**config.mk**
```make
export PLATFORM = sky130hd
export DESIGN_NAME = rac_region_cache
export DESIGN_NICKNAME = d
export VERILOG_FILES = /design/src/core/rac_region_match.v /design/src/core/rac_region_cache.v
export VERILOG_INCLUDE_DIRS = /design/src /design/src/common
export SDC_FILE = /design/constraint.sdc
export NUM_CORES = 1
export LEC_CHECK = 0
export ABC_AREA = 1
export ABC_CLOCK_PERIOD_IN_PS = 6300
export BUFFER_PORTS_ARGS = -buffer_cell sky130_fd_sc_hd__buf_2
export CORE_AREA = 2 2 116 130
export CTS_CLUSTER_DIAMETER = 120
export DETAILED_ROUTE_END_ITERATION = 10
export DIE_AREA = 0 0 118 132
export PLACE_DENSITY = 0.87
export SLEW_MARGIN = 20
export SYNTH_ARGS = -nofsm -noshare
export SYNTH_HDL_FRONTEND = slang
export SYNTH_HIERARCHICAL = 1
export SYNTH_SLANG_ARGS = --single-unit
```
**constraint.sdc**
```tcl
create_clock -name clock -period 6.3 [get_ports clock]
set_input_delay 1.26 -clock clock [delete_from_list [all_inputs] [get_ports clock]]
set_output_delay 1.26 -clock clock [all_outputs]
set_load 0.005 [all_outputs]
```
**src/common/rac_defs.vh**
```
// Constants for the region attribute and cache management block
`ifndef RAC_DEFS_VH
`define RAC_DEFS_VH
// Control register move codes of the four region registers
`define RAC_SEL_DREG0     12'h004
`define RAC_SEL_DREG1     12'h005
`define RAC_SEL_IREG0     12'h006
`define RAC_SEL_IREG1     12'h007
// Control register move code of the cache control register
`define RAC_SEL_CCTL      12'h002
// Region register fields
`define RAC_BASE_HI       31
`define RAC_BASE_LO       24
`define RAC_MASK_HI       23
`define RAC_MASK_LO       16
`define RAC_EN_BIT        15
`define RAC_PRIV_HI       14
`define RAC_PRIV_LO       13
`define RAC_POL_HI        6
`define RAC_POL_LO        5
`define RAC_WP_BIT        2
// Readable bits of a region register
`define RAC_DREG_RMASK    32'hffffe064
`define RAC_IREG_RMASK    32'hffffe060
// Cache control fields
`define RAC_CC_DON        31
`define RAC_CC_DKEEP      28
`define RAC_CC_DFLUSH     24
`define RAC_CC_DDEF_HI    9
`define RAC_CC_DDEF_LO    8
`define RAC_CC_ION        15
`define RAC_CC_IKEEP      12
`define RAC_CC_IDEF       10
`define RAC_CC_IFLUSH     8
`define RAC_CC_RESET      32'h00000000
// Cache policies
`define RAC_POL_WT        2'h0
`define RAC_POL_CB        2'h1
`define RAC_POL_NCP       2'h2
`define RAC_POL_NCI       2'h3
// Cache geometry
`define RAC_WAYS          4
`define RAC_DSETS         128
`define RAC_ISETS         256
`endif

```
**src/core/rac_region_match.v**
```verilog
// One region register compare: base, mask, enable and privilege
`timescale 1ns/10ps
`include "rac_defs.vh"
module rac_region_match (
  input  wire [31:0] reg_val,   // Region register contents
  input  wire [7:0]  addr_hi,   // Access address bits 31..24
  input  wire        is_super,  // Access is supervisor mode
  output wire        hit        // Region matches this access
);
  wire [7:0] base;
  wire [7:0] mask;
  wire [1:0] priv;
  wire       addr_ok;
  wire       priv_ok;

  assign base = reg_val[`RAC_BASE_HI:`RAC_BASE_LO];
  assign mask = reg_val[`RAC_MASK_HI:`RAC_MASK_LO];
  assign priv = reg_val[`RAC_PRIV_HI:`RAC_PRIV_LO];
  assign addr_ok = (((base ^ addr_hi) & ~mask) == 8'h00);
  assign priv_ok = priv[1] | (priv[0] == is_super);
  assign hit = reg_val[`RAC_EN_BIT] & addr_ok & priv_ok;
endmodule

```
**src/core/rac_region_cache.v**
```verilog
// Region attribute matcher with cache control and line push sequencing
`timescale 1ns/10ps
`include "rac_defs.vh"
// Notes on behaviour
// - Registers 0,1 data; 2,3 instruction
// - Lowest numbered matching register wins
// - Full words; reserved bits read zero
// - Move codes 4..7; debug may read
// - Base compares address bits 31..24
// - Set mask bit ignores base bit
// - Enable bit gates register; reset clears
// - Privilege field: user, supervisor, any
// - Policy field selects cache mode
// - Data write protect bit blocks writes
// - Reset clears cache control, not contents
// - Push indexes directory, writes modified data lines back
// - Keep-valid bit decides invalidate after push
// - Four ways; 512 data, 1024 instruction
// - Push and flush ignore enable bits
// - Disabled cache keeps contents, no service
// - No hit uses default policy; local memory hit uses NCP
// - Flush all clears valids, stalls, self-clears
module rac_region_cache #(
  parameter DSETS = `RAC_DSETS,  // Data cache sets
  parameter ISETS = `RAC_ISETS   // Instruction cache sets
) (
  input  wire        clock,         // Core clock
  input  wire        sys_rst,       // Synchronous reset, active high
  input  wire        ctl_wr,        // Control register write strobe
  input  wire        ctl_rd,        // Control register read strobe
  input  wire        ctl_dbg,       // Access comes from debug unit
  input  wire [11:0] ctl_reg_select_code, // Control register move code
  input  wire [31:0] ctl_wdata,     // Control register write data
  input  wire        d_req,         // Data access request
  input  wire        d_write,       // Data access is a write
  input  wire        d_super,       // Data access is supervisor
  input  wire [31:0] d_addr,        // Data access address
  input  wire        d_local_hit,   // Data access hits local memory base
  input  wire        i_req,         // Instruction fetch request
  input  wire        i_super,       // Fetch is supervisor
  input  wire [31:0] i_addr,        // Fetch address
  input  wire        i_local_hit,   // Fetch hits local memory base
  input  wire        push_req,      // Line push request
  input  wire        push_icache,   // Push targets instruction cache
  input  wire [9:0]  push_index,    // Push set and way index
  input  wire        push_dirty,    // Selected line is modified
  input  wire        wb_done,       // Line write back finished
  output reg  [31:0] ctl_rdata,     // Control register read data
  output reg         ctl_err,       // Refused control access
  output reg  [1:0]  d_policy,      // Data access cache policy
  output reg         d_cache_use,   // Data cache services access
  output reg         d_err,         // Data access error
  output reg  [1:0]  i_policy,      // Fetch cache policy
  output reg         i_cache_use,   // Instruction cache services fetch
  output reg         mem_stall,     // Local memory accesses stalled
  output reg         wb_req,        // Write back selected line
  output reg         push_busy,     // Push in progress
  output reg  [31:0] cctl_q         // Cache control register
);
  localparam ST_IDLE = 2'h0;
  localparam ST_WB   = 2'h1;
  localparam ST_DONE = 2'h2;

  reg  [31:0] region_attr_reg [0:3];
  reg  [DSETS*`RAC_WAYS-1:0] dvalid_q;
  reg  [ISETS*`RAC_WAYS-1:0] ivalid_q;
  reg  [8:0]  dflush_idx_q;
  reg  [9:0]  iflush_idx_q;
  reg  [1:0]  push_st_q;
  reg         push_ic_q;
  reg  [9:0]  push_idx_q;
  wire [3:0]  hit;
  wire        data_flush_all;
  wire        instr_flush_all;
  wire        data_cache_on;
  wire        instr_cache_on;
  wire        data_push_keep_valid;
  wire        instr_push_keep_valid;
  wire [1:0]  data_default_policy;
  wire        instr_default_policy;
  reg  [1:0]  d_pol_d;
  reg  [1:0]  i_pol_d;
  reg         d_prot_d;
  integer     n;

  function cacheable;
    input [1:0] pol;
    begin
      cacheable = ~pol[1];
    end
  endfunction

  assign data_flush_all        = cctl_q[`RAC_CC_DFLUSH];
  assign instr_flush_all       = cctl_q[`RAC_CC_IFLUSH];
  assign data_cache_on         = cctl_q[`RAC_CC_DON];
  assign instr_cache_on        = cctl_q[`RAC_CC_ION];
  assign data_push_keep_valid  = cctl_q[`RAC_CC_DKEEP];
  assign instr_push_keep_valid = cctl_q[`RAC_CC_IKEEP];
  assign data_default_policy   = cctl_q[`RAC_CC_DDEF_HI:`RAC_CC_DDEF_LO];
  assign instr_default_policy  = cctl_q[`RAC_CC_IDEF];

  genvar g;
  generate
    for (g = 0; g < 4; g = g + 1) begin : g_match
      // data class for 0,1; instruction class for 2,3
      rac_region_match u_match (
        .reg_val  (region_attr_reg[g]),
        .addr_hi  (g < 2 ? d_addr[31:24] : i_addr[31:24]),
        .is_super (g < 2 ? d_super : i_super),
        .hit      (hit[g])
      );
    end
  endgenerate

  // Policy resolution per access class
  always @* begin
    if (hit[0]) begin
      d_pol_d  = region_attr_reg[0][`RAC_POL_HI:`RAC_POL_LO];
      d_prot_d = region_attr_reg[0][`RAC_WP_BIT];
    end else if (hit[1]) begin
      d_pol_d  = region_attr_reg[1][`RAC_POL_HI:`RAC_POL_LO];
      d_prot_d = region_attr_reg[1][`RAC_WP_BIT];
    end else if (d_local_hit) begin
      d_pol_d  = `RAC_POL_NCP;
      d_prot_d = 1'b0;
    end else begin
      d_pol_d  = data_default_policy;
      d_prot_d = 1'b0;
    end
    if (hit[2])
      i_pol_d = region_attr_reg[2][`RAC_POL_HI:`RAC_POL_LO];
    else if (hit[3])
      i_pol_d = region_attr_reg[3][`RAC_POL_HI:`RAC_POL_LO];
    else if (i_local_hit)
      i_pol_d = `RAC_POL_NCP;
    else
      i_pol_d = instr_default_policy ? `RAC_POL_NCP : `RAC_POL_WT;
  end

  // Access outputs
  always @(posedge clock) begin
    if (sys_rst) begin
      d_policy    <= 2'h0;
      d_cache_use <= 1'b0;
      d_err       <= 1'b0;
      i_policy    <= 2'h0;
      i_cache_use <= 1'b0;
    end else begin
      d_policy    <= d_pol_d;
      i_policy    <= i_pol_d;
      d_err       <= d_req & d_write & d_prot_d;
      d_cache_use <= d_req & data_cache_on & cacheable(d_pol_d) & ~(d_write & d_prot_d) & ~mem_stall;
      i_cache_use <= i_req & instr_cache_on & cacheable(i_pol_d) & ~mem_stall;
    end
  end

  // Region registers: enable cleared at reset, other fields kept
  always @(posedge clock) begin
    if (sys_rst) begin
      for (n = 0; n < 4; n = n + 1)
        region_attr_reg[n][`RAC_EN_BIT] <= 1'b0;
    end else if (ctl_wr) begin
      // full word writes by move code
      case (ctl_reg_select_code)
        `RAC_SEL_DREG0: region_attr_reg[0] <= ctl_wdata & `RAC_DREG_RMASK;
        `RAC_SEL_DREG1: region_attr_reg[1] <= ctl_wdata & `RAC_DREG_RMASK;
        // bit 2 reserved for instruction registers
        `RAC_SEL_IREG0: region_attr_reg[2] <= ctl_wdata & `RAC_IREG_RMASK;
        `RAC_SEL_IREG1: region_attr_reg[3] <= ctl_wdata & `RAC_IREG_RMASK;
        default: ;
      endcase
    end
  end

  // Control register read port; core reads are refused
  always @(posedge clock) begin
    if (sys_rst) begin
      ctl_rdata <= 32'h00000000;
      ctl_err   <= 1'b0;
    end else begin
      ctl_rdata <= 32'h00000000;
      ctl_err   <= 1'b0;
      if (ctl_rd) begin
        if (!ctl_dbg) begin
          ctl_err <= 1'b1;
        end else begin
          case (ctl_reg_select_code)
            `RAC_SEL_DREG0: ctl_rdata <= region_attr_reg[0] & `RAC_DREG_RMASK;
            `RAC_SEL_DREG1: ctl_rdata <= region_attr_reg[1] & `RAC_DREG_RMASK;
            `RAC_SEL_IREG0: ctl_rdata <= region_attr_reg[2] & `RAC_IREG_RMASK;
            `RAC_SEL_IREG1: ctl_rdata <= region_attr_reg[3] & `RAC_IREG_RMASK;
            `RAC_SEL_CCTL:  ctl_rdata <= cctl_q;
            default:        ctl_err   <= 1'b1;
          endcase
        end
      end
    end
  end

  // Cache control register and sequential flush engines
  always @(posedge clock) begin
    if (sys_rst) begin
      cctl_q       <= `RAC_CC_RESET;
      dflush_idx_q <= 9'h000;
      iflush_idx_q <= 10'h000;
    end else begin
      // step through valid bits, then self clear
      if (data_flush_all) begin
        dflush_idx_q <= dflush_idx_q + 9'h001;
        if (dflush_idx_q == DSETS*`RAC_WAYS-1) begin
          cctl_q[`RAC_CC_DFLUSH] <= 1'b0;
          dflush_idx_q           <= 9'h000;
        end
      end
      if (instr_flush_all) begin
        iflush_idx_q <= iflush_idx_q + 10'h001;
        if (iflush_idx_q == ISETS*`RAC_WAYS-1) begin
          cctl_q[`RAC_CC_IFLUSH] <= 1'b0;
          iflush_idx_q           <= 10'h000;
        end
      end
      // Software write last, so a new flush request beats the self clear
      if (ctl_wr && ctl_reg_select_code == `RAC_SEL_CCTL)
        cctl_q <= ctl_wdata;
    end
  end

  // Valid arrays; not touched by reset, only by flush and push
  always @(posedge clock) begin
    if (data_flush_all)
      dvalid_q[dflush_idx_q] <= 1'b0;
    if (instr_flush_all)
      ivalid_q[iflush_idx_q] <= 1'b0;
    if (!sys_rst && push_st_q == ST_DONE) begin
      if (push_ic_q && !instr_push_keep_valid)
        ivalid_q[push_idx_q] <= 1'b0;
      if (!push_ic_q && !data_push_keep_valid)
        dvalid_q[push_idx_q[8:0]] <= 1'b0;
    end
  end

  // Line push sequencer
  always @(posedge clock) begin
    if (sys_rst) begin
      push_st_q  <= ST_IDLE;
      push_ic_q  <= 1'b0;
      push_idx_q <= 10'h000;
      wb_req     <= 1'b0;
      push_busy  <= 1'b0;
      mem_stall  <= 1'b0;
    end else begin
      mem_stall <= data_flush_all | instr_flush_all;
      case (push_st_q)
        ST_IDLE: begin
          // index is set and way, enable ignored
          if (push_req) begin
            push_ic_q  <= push_icache;
            push_idx_q <= push_icache ? push_index : {1'b0, push_index[8:0]};
            push_busy  <= 1'b1;
            if (!push_icache && push_dirty) begin
              wb_req    <= 1'b1;
              push_st_q <= ST_WB;
            end else begin
              push_st_q <= ST_DONE;
            end
          end
        end
        ST_WB: begin
          if (wb_done) begin
            wb_req    <= 1'b0;
            push_st_q <= ST_DONE;
          end
        end
        ST_DONE: begin
          push_busy <= 1'b0;
          push_st_q <= ST_IDLE;
        end
        default: push_st_q <= ST_IDLE;
      endcase
    end
  end
endmodule

```
Word-level counts from Yosys, hierarchy flattened --
Memories as Yosys holds them, arrays and structs flattened. Index checks and enable logic that the tools add are counted.
Storage, ports and cells: memories 1, register bits 96, RAM bits 88, word-level logic and storage cells 146, bits of input ports 134, output and inout bits 75
Operators by class: add/subtract/negate cells 2, equality and inequality tests 16, muxes and demuxes 51, reduce and logical (&&, ||, !) cells 16, bitwise logic cells 45
Memory list:
- region_attr_reg | words 4, bits a word 22, rd ports 4, clocked after Yosys merged registers in 0, wr ports 4, line rac_region_cache.v:64 | reg [31:0] region_attr_reg [0:3];
Operator list (number):
- 32-bit one-hot mux with 5 select lines | 1
- 12-bit by 3-bit equality test with 1-bit output (second input constant) | 4
- 1-bit 2-to-1 mux | 34
- 8-bit bitwise AND | 4
- 8-bit logical NOT | 4
- 8-bit inverter | 4
- 8-bit bitwise XOR | 4
- 25-bit 2-to-1 mux | 1
- 2-bit 2-to-1 mux | 10
- 1-bit bitwise AND | 18
- 12-bit by 2-bit equality test with 1-bit output (second input constant) | 1
- 10-bit by 1-bit adder with 10-bit output (second input constant) | 1
- 10-bit equality test (second input constant) | 1
- 10-bit 2-to-1 mux | 1
- 9-bit by 1-bit adder with 9-bit output (second input constant) | 1
- 9-bit equality test (second input constant) | 1
- 9-bit 2-to-1 mux | 1
- 1-bit bitwise OR | 9
- 2-bit != test (second input constant) | 3
- 1-bit inverter | 6
- 5-bit OR reduction | 1
- 1-bit equality test | 4
- 1-bit one-hot mux with 2 select lines | 2
- 2-bit one-hot mux with 2 select lines | 1
- other kinds (10) | 13

Depth between registers and ports, before layout --
Gate-level depths: netlist (run 1). An unclocked memory read counts as a cell.
depth in word-level cells 12, gate-level depth with buffers 13, mapped depth without buffers 13

Cells and area by module --
The synthesis (run 1) kept the hierarchy.
By module, submodules not included:
- rac_region_cache | times used 1, area an instance 7123.1 µm², cells an instance 719
- rac_region_match | times used 4, area an instance 216.5 µm², cells an instance 51

Worst setup path after synthesis (run 1) --
No wires, ideal clock.
kind input port to flip-flop, start input ctl_reg_select_code[4], end memory region_attr_reg[1][0] in the netlist's numbering, enable pin, required time 5.875 ns, arrival 3.470 ns, library setup time 0.425 ns, cell stages on the path 6, slack 2.404 ns, cell sequence nor2_1 nand3_2 nor2_4 buf_2 nand2_1 nor3_1
RTL lines:
- start: declaration | line rac_region_cache.v:32 | input wire [11:0] ctl_reg_select_code,
- end: declaration | line rac_region_cache.v:64

==> metrics.cfg, run 1 <==
[run_status]
status=completed

[routing]
dr_wl_met3_um=1798
drt_iter0_markers=720
top_layer_used=met4
wl_met1_um=7516
wl_met2_um=10390
wl_per_cell_um=16.19
drc=0
num_vias=7039
postRouteAntennaNets=0
wl_um=20510
vias_per_cell=5.556
firstDrtPassIters=7

[timing]
setup_viol=0
hold_viol_final=0
tightest_slew_ns=1.110
finalSetupTns_ns=0
finalCritPeriodShare=0.5514
slew_viol_final=0
period_needed_ns=3.474
relSlewSlack=0.2558
fin_skew_ns=0.009623
rsz0062_at_grt=no
fmax_ghz=0.2879

[setup_path]
r2r_slack_ns=4.38
start_kind=input port
endpoint_kind=flip-flop
crit_arrival_ns=3.61
rr_startpoint=dflush_idx_q[0]$_SDFFE_PP0P_
rr_endpoint=dflush_idx_q[5]$_SDFFE_PP0P_
critPathKind=input port to flip-flop
ff2ff_path_depth=11
cp_data_required_time_ns=6.44
crit_fanout=45

[clock_network]
clockBufferDepth=2
cts_tree=done
cts_root_buf=clkbuf_16
cts_resized=0
post_cts_buffers=0
clock_latency_ns=0.44
clk_pin_slew_ns=0.06
cts_max_level=4
clock_sinks=182
cts-buffers-inserted=17
holdBufCountCts=0

[hold_path]
hold_path_end=ctl_rdata[11]$_SDFF_PP0_
hold_depth=2
hold_start=cctl_q[11]$_SDFFE_PP0P_
hp-class=flip-flop to flip-flop

[global_routing]
track_usage=0.2673
grt_pass1_wl_um=32330
grt_max_degree=47
grt_pass1_vias=6599
antenna_found_initial=0
overflow=0

[power_and_ir_drop]
max-vdd-ir-drop_mv=0.1751
power_leakage_nw=4.070
p_per_area_nw_per_um2=253.3

[placed_design]
placed_area_um2=8872
place.gp.congestion=0.9050
dp_cells=1235
dp_hpwl_um=13760
io_buffers=150

[floorplanning]
die_area_um2=15580
die_h_um=132
ioPinCount=209
fp-row-count=46
core-area_um2=14220
die_w_um=118
initial_utilization=0.5617

[synth]
avgSynthCellArea_um2=8.661
synth_area_um2=7985
syn_inst=922
syn_nets=1059
synth-warning-count=6

[cells_and_area]
largest_reg_flops=86
fin_area_um2=9485
area.sequential_um2=4504
drive_above_1_share=0.2205
multi_input_area_um2=2882
fill_cells=1141
area_growth_pct=18.79
num_antenna_cells=0
final_cell_count_no_fill=1267
final_nets=1199

[flow_run]
maxCapViolations=0

## layer usage
| layer | up-vias | track usage |
|---|---|---|
| li1 | 3341 | - |
| met5 | - | 0 |
| met4 | 0 | 0.1339 |
| met1 | 3258 | 0.3074 |
| met2 | 376 | 0.4667 |
| met3 | 64 | 0.06228 |
## metrics by stage
step / power, W / setup WS, ns / util / hold slack, ns
2_1_floorplan: 0.001308 / 2.404 / - / 0.4294
3_3_place_gp: 0.001355 / 2.457 / 0.6241 / 0.4460
3_5_place_dp: 0.001358 / 2.411 / 0.6241 / 0.4510
4_1_cts: 0.002410 / 2.882 / 0.6672 / 0.4604
5_1_grt: 0.002471 / 2.697 / 0.6672 / 0.4745
6_report: 0.002403 / 2.826 / 0.6672 / 0.4566
## cells in the final DEF, fill, tap and decap left out, types with 5 or more instances in the layout
| cell type | instances |
|---|---|
| o21ai_0 | 40 |
| nand2_1 | 137 |
| clkbuf_16 | 21 |
| nor3_1 | 13 |
| buf_2 | 150 |
| o21ai_1 | 15 |
| buf_4 | 9 |
| inv_1 | 92 |
| nor4_1 | 5 |
| xnor2_1 | 7 |
| dfxtp_1 | 96 |
| edfxtp_1 | 86 |
| nor2_2 | 23 |
| clkinv_1 | 16 |
| nor2_1 | 101 |
| a21oi_1 | 41 |
| nand3_2 | 5 |
| inv_2 | 6 |
| nand3_1 | 160 |
## worst max path at each step
stage / cells past startpoint / startpoint / end
2_1_floorplan: 6 / ctl_reg_select_code[4] / region_attr_reg[1][0]$_DFFE_PP_
3_3_place_gp: 8 / ctl_reg_select_code[4] / region_attr_reg[3][10]$_DFFE_PP_
3_5_place_dp: 8 / ctl_reg_select_code[4] / region_attr_reg[3][18]$_DFFE_PP_
4_1_cts: 8 / ctl_reg_select_code[4] / region_attr_reg[3][18]$_DFFE_PP_
5_1_grt: 8 / ctl_reg_select_code[4] / region_attr_reg[3][10]$_DFFE_PP_
6_report: 8 / ctl_reg_select_code[4] / region_attr_reg[3][18]$_DFFE_PP_
## power breakdown
part | internal [W] | switching [W] | leakage (nW)
clock network | 0.000626 | 0.000442 | 0.308
registers | 0.00124 | 0.00000212 | 1.55
logic | 0.0000328 | 0.0000597 | 2.21
total | 0.00190 | 0.000504 | 4.07
## cell type report
type / count / share of cell area
Clock buffer: 25 / 0.05949
Clock inverter: 7 / 0.005144
Inverter: 114 / 0.04511
Multi-Input combinational cell: 588 / 0.3038
Sequential cell: 182 / 0.4749
Tap cell: 192 / 0.02533
Timing Repair Buffer: 159 / 0.08627
## worst max-delay path, stage by stage
cell and delay (ns):
buf_2 0.09, nor2_1 0.15, nand3_2 0.16, nor2_4 0.10, buf_4 0.43, nand2_1 0.17
nor3_2 0.87, buf_4 0.36
Note: power is estimated with default switching activity, not from simulation.
==> inputs of run 2 (changes only) <==
--- a/config.mk
+++ b/config.mk
@@ -6,14 +6,14 @@
 export SDC_FILE = /design/constraint.sdc
 export NUM_CORES = 1
 export LEC_CHECK = 0
-export ABC_AREA = 1
-export ABC_CLOCK_PERIOD_IN_PS = 6300
+export ABC_AREA = 0
+export ABC_CLOCK_PERIOD_IN_PS = 3380
 export BUFFER_PORTS_ARGS = -buffer_cell sky130_fd_sc_hd__buf_2
-export CORE_AREA = 2 2 116 130
+export CORE_AREA = 2 2 117 130
 export CTS_CLUSTER_DIAMETER = 120
 export DETAILED_ROUTE_END_ITERATION = 10
-export DIE_AREA = 0 0 118 132
-export PLACE_DENSITY = 0.87
+export DIE_AREA = 0 0 119 132
+export PLACE_DENSITY = 0.82
 export SLEW_MARGIN = 20
 export SYNTH_ARGS = -nofsm -noshare
 export SYNTH_HDL_FRONTEND = slang
==> constraint.sdc (replaced) <==
create_clock -name clock -period 3.38 [get_ports clock]
set_input_delay 0.676 -clock clock [delete_from_list [all_inputs] [get_ports clock]]
set_output_delay 0.676 -clock clock [all_outputs]
set_load 0.005 [all_outputs]
==> run 2 against run 1 <==
Routed wire length decreased by 9.1%. Sequential share of layout area is 2.8 points higher. Via count fell by 18%. Combinational power increased by 150%. Critical path depth shrank 1. Clock power rose by 84%. Sequential power rose by 87%.
==> metrics.cfg, run 2 <==
[timing]
tightest_slew_ns=0.7217
setup_viol=0
relSlewSlack=0.5188
rsz0062_at_grt=no
fmax_ghz=0.4414
fin_skew_ns=0.009236
finalSetupTns_ns=0
slew_viol_final=0
period_needed_ns=2.265
hold_viol_final=0
finalCritPeriodShare=0.6702

[routing]
vias_per_cell=5.790
postRouteAntennaNets=0
wl_per_cell_um=18.74
wl_um=18650
num_vias=5761
firstDrtPassIters=7
drc=0
drt_iter0_markers=619

[floorplanning]
fp-row-count=46
ioPinCount=209
die_area_um2=15710
die_h_um=132
initial_utilization=0.5116
die_w_um=119
core-area_um2=14330

[power_and_ir_drop]
max-vdd-ir-drop_mv=0.3604
power_leakage_nw=3.445
p_per_area_nw_per_um2=505.0
power_w=0.004522

[synth]
syn_inst=635
syn_nets=772
synth-warning-count=6
synth_area_um2=7332
avgSynthCellArea_um2=11.55

[clock_network]
cts-buffers-inserted=17
clock_sinks=182
holdBufCountCts=0
cts_max_level=4
cts_tree=done
clock_latency_ns=0.43
clk_pin_slew_ns=0.06
cts_resized=0
post_cts_buffers=0
clockBufferDepth=2
cts_root_buf=clkbuf_16

[setup_path]
crit_fanout=20
ff2ff_path_depth=6
cp_data_required_time_ns=3.51
rr_startpoint=region_attr_reg[0][18]$_DFFE_PP_
endpoint_kind=flip-flop
critPathKind=input port to flip-flop
r2r_slack_ns=1.15
crit_arrival_ns=2.40
rr_endpoint=d_cache_use$_SDFF_PP0_
start_kind=input port

[cells_and_area]
drive_above_1_share=0.2943
final_cell_mix=150 x buf_2, 96 x dfxtp_1, 86 x edfxtp_1
area_growth_pct=22.12
final_common_cell=buf_2
largest_reg_flops=86
final_nets=926

[flow_run]
maxCapViolations=0

[hold_path]
hp-class=input port to flip-flop
hold_start=ctl_wdata[2]
hold_path_end=region_attr_reg[0][0]$_DFFE_PP_
hold_depth=1

[global_routing]
grt_pass1_wl_um=28650
grt_max_degree=45
track_usage=0.2376
grt_pass1_vias=5523
antenna_found_initial=2
overflow=0

[placed_design]
place.gp.congestion=0.8668
io_buffers=150
dp_hpwl_um=12690

[run_status]
status=completed

-- run 2: cell count changes in the layout (fill, tap and decap cells not counted), sizes merged, moves of 13 or more --
cell and delta:
a222oi +21, nand2 -57, and2 +13, inv -92, nor2 -74, clkinv -13
o22ai +16, xnor2 +31, nand3 -160, a22o +22, mux2 +23, o21ai -43
-- run 2: per-stage QoR --
step                instances    util  instance area, um^2  hold WS [ns]  setup WS, ns
floorplan                 635       -                 7332        0.4440        0.2061
global placement          962  0.5836                 8363        0.4451        0.6654
detailed placement        962  0.5836                 8363        0.4508        0.6883
CTS                       994  0.6246                 8951        0.4386         1.126
global route              995  0.6248                 8954        0.4528         1.028
finish                    995  0.6248                 8954        0.4513         1.115
-- run 2: layer usage --
metal,part of all wire,up-vias,track usage
met4,0.021,2,0.09193
met1,0.39,2739,0.3010
met3,0.096,32,0.05839
li1,-,2641,-
met5,0.00070,-,0
met2,0.49,347,0.3934
-- run 2: worst max-delay path by stage --
stage	start	to	slack (ns)	depth (start not counted)
6_report	ctl_reg_select_code[4]	region_attr_reg[3][3]$_DFFE_PP_	1.11	7
5_1_grt	ctl_reg_select_code[4]	region_attr_reg[3][16]$_DFFE_PP_	1.03	7
4_1_cts	region_attr_reg[3][19]$_DFFE_PP_	i_policy[1]$_SDFF_PP0_	1.13	7
3_5_place_dp	ctl_reg_select_code[4]	region_attr_reg[3][16]$_DFFE_PP_	0.69	7
3_3_place_gp	ctl_reg_select_code[4]	region_attr_reg[3][16]$_DFFE_PP_	0.67	7
2_1_floorplan	ctl_reg_select_code[4]	region_attr_reg[0][0]$_DFFE_PP_	0.21	4
-- run 2: layout make-up --
class                           instances  area [um^2]
Antenna cell                            1        2.502
Clock buffer                           18        429.2
Clock inverter                         14        158.9
Fill cell                            1109         5378
Inverter                                7        26.28
Multi-Input combinational cell        413         2669
Sequential cell                       182         4504
Tap cell                              192        240.2
Timing Repair Buffer                  168        923.4
-- run 2: worst max-delay path, cell delays in order --
cell	delay [ns]
buf_2	0.10
or4_4	0.57
nor4_2	0.28
buf_4	0.20
nand2_1	0.12
nor2_1	0.23
buf_12	0.21
-- run 2: power by group --
group	switching, W	internal (W)
sequential	0.00000546	0.00231
clock	0.000817	0.00116
combinational	0.000134	0.0000963
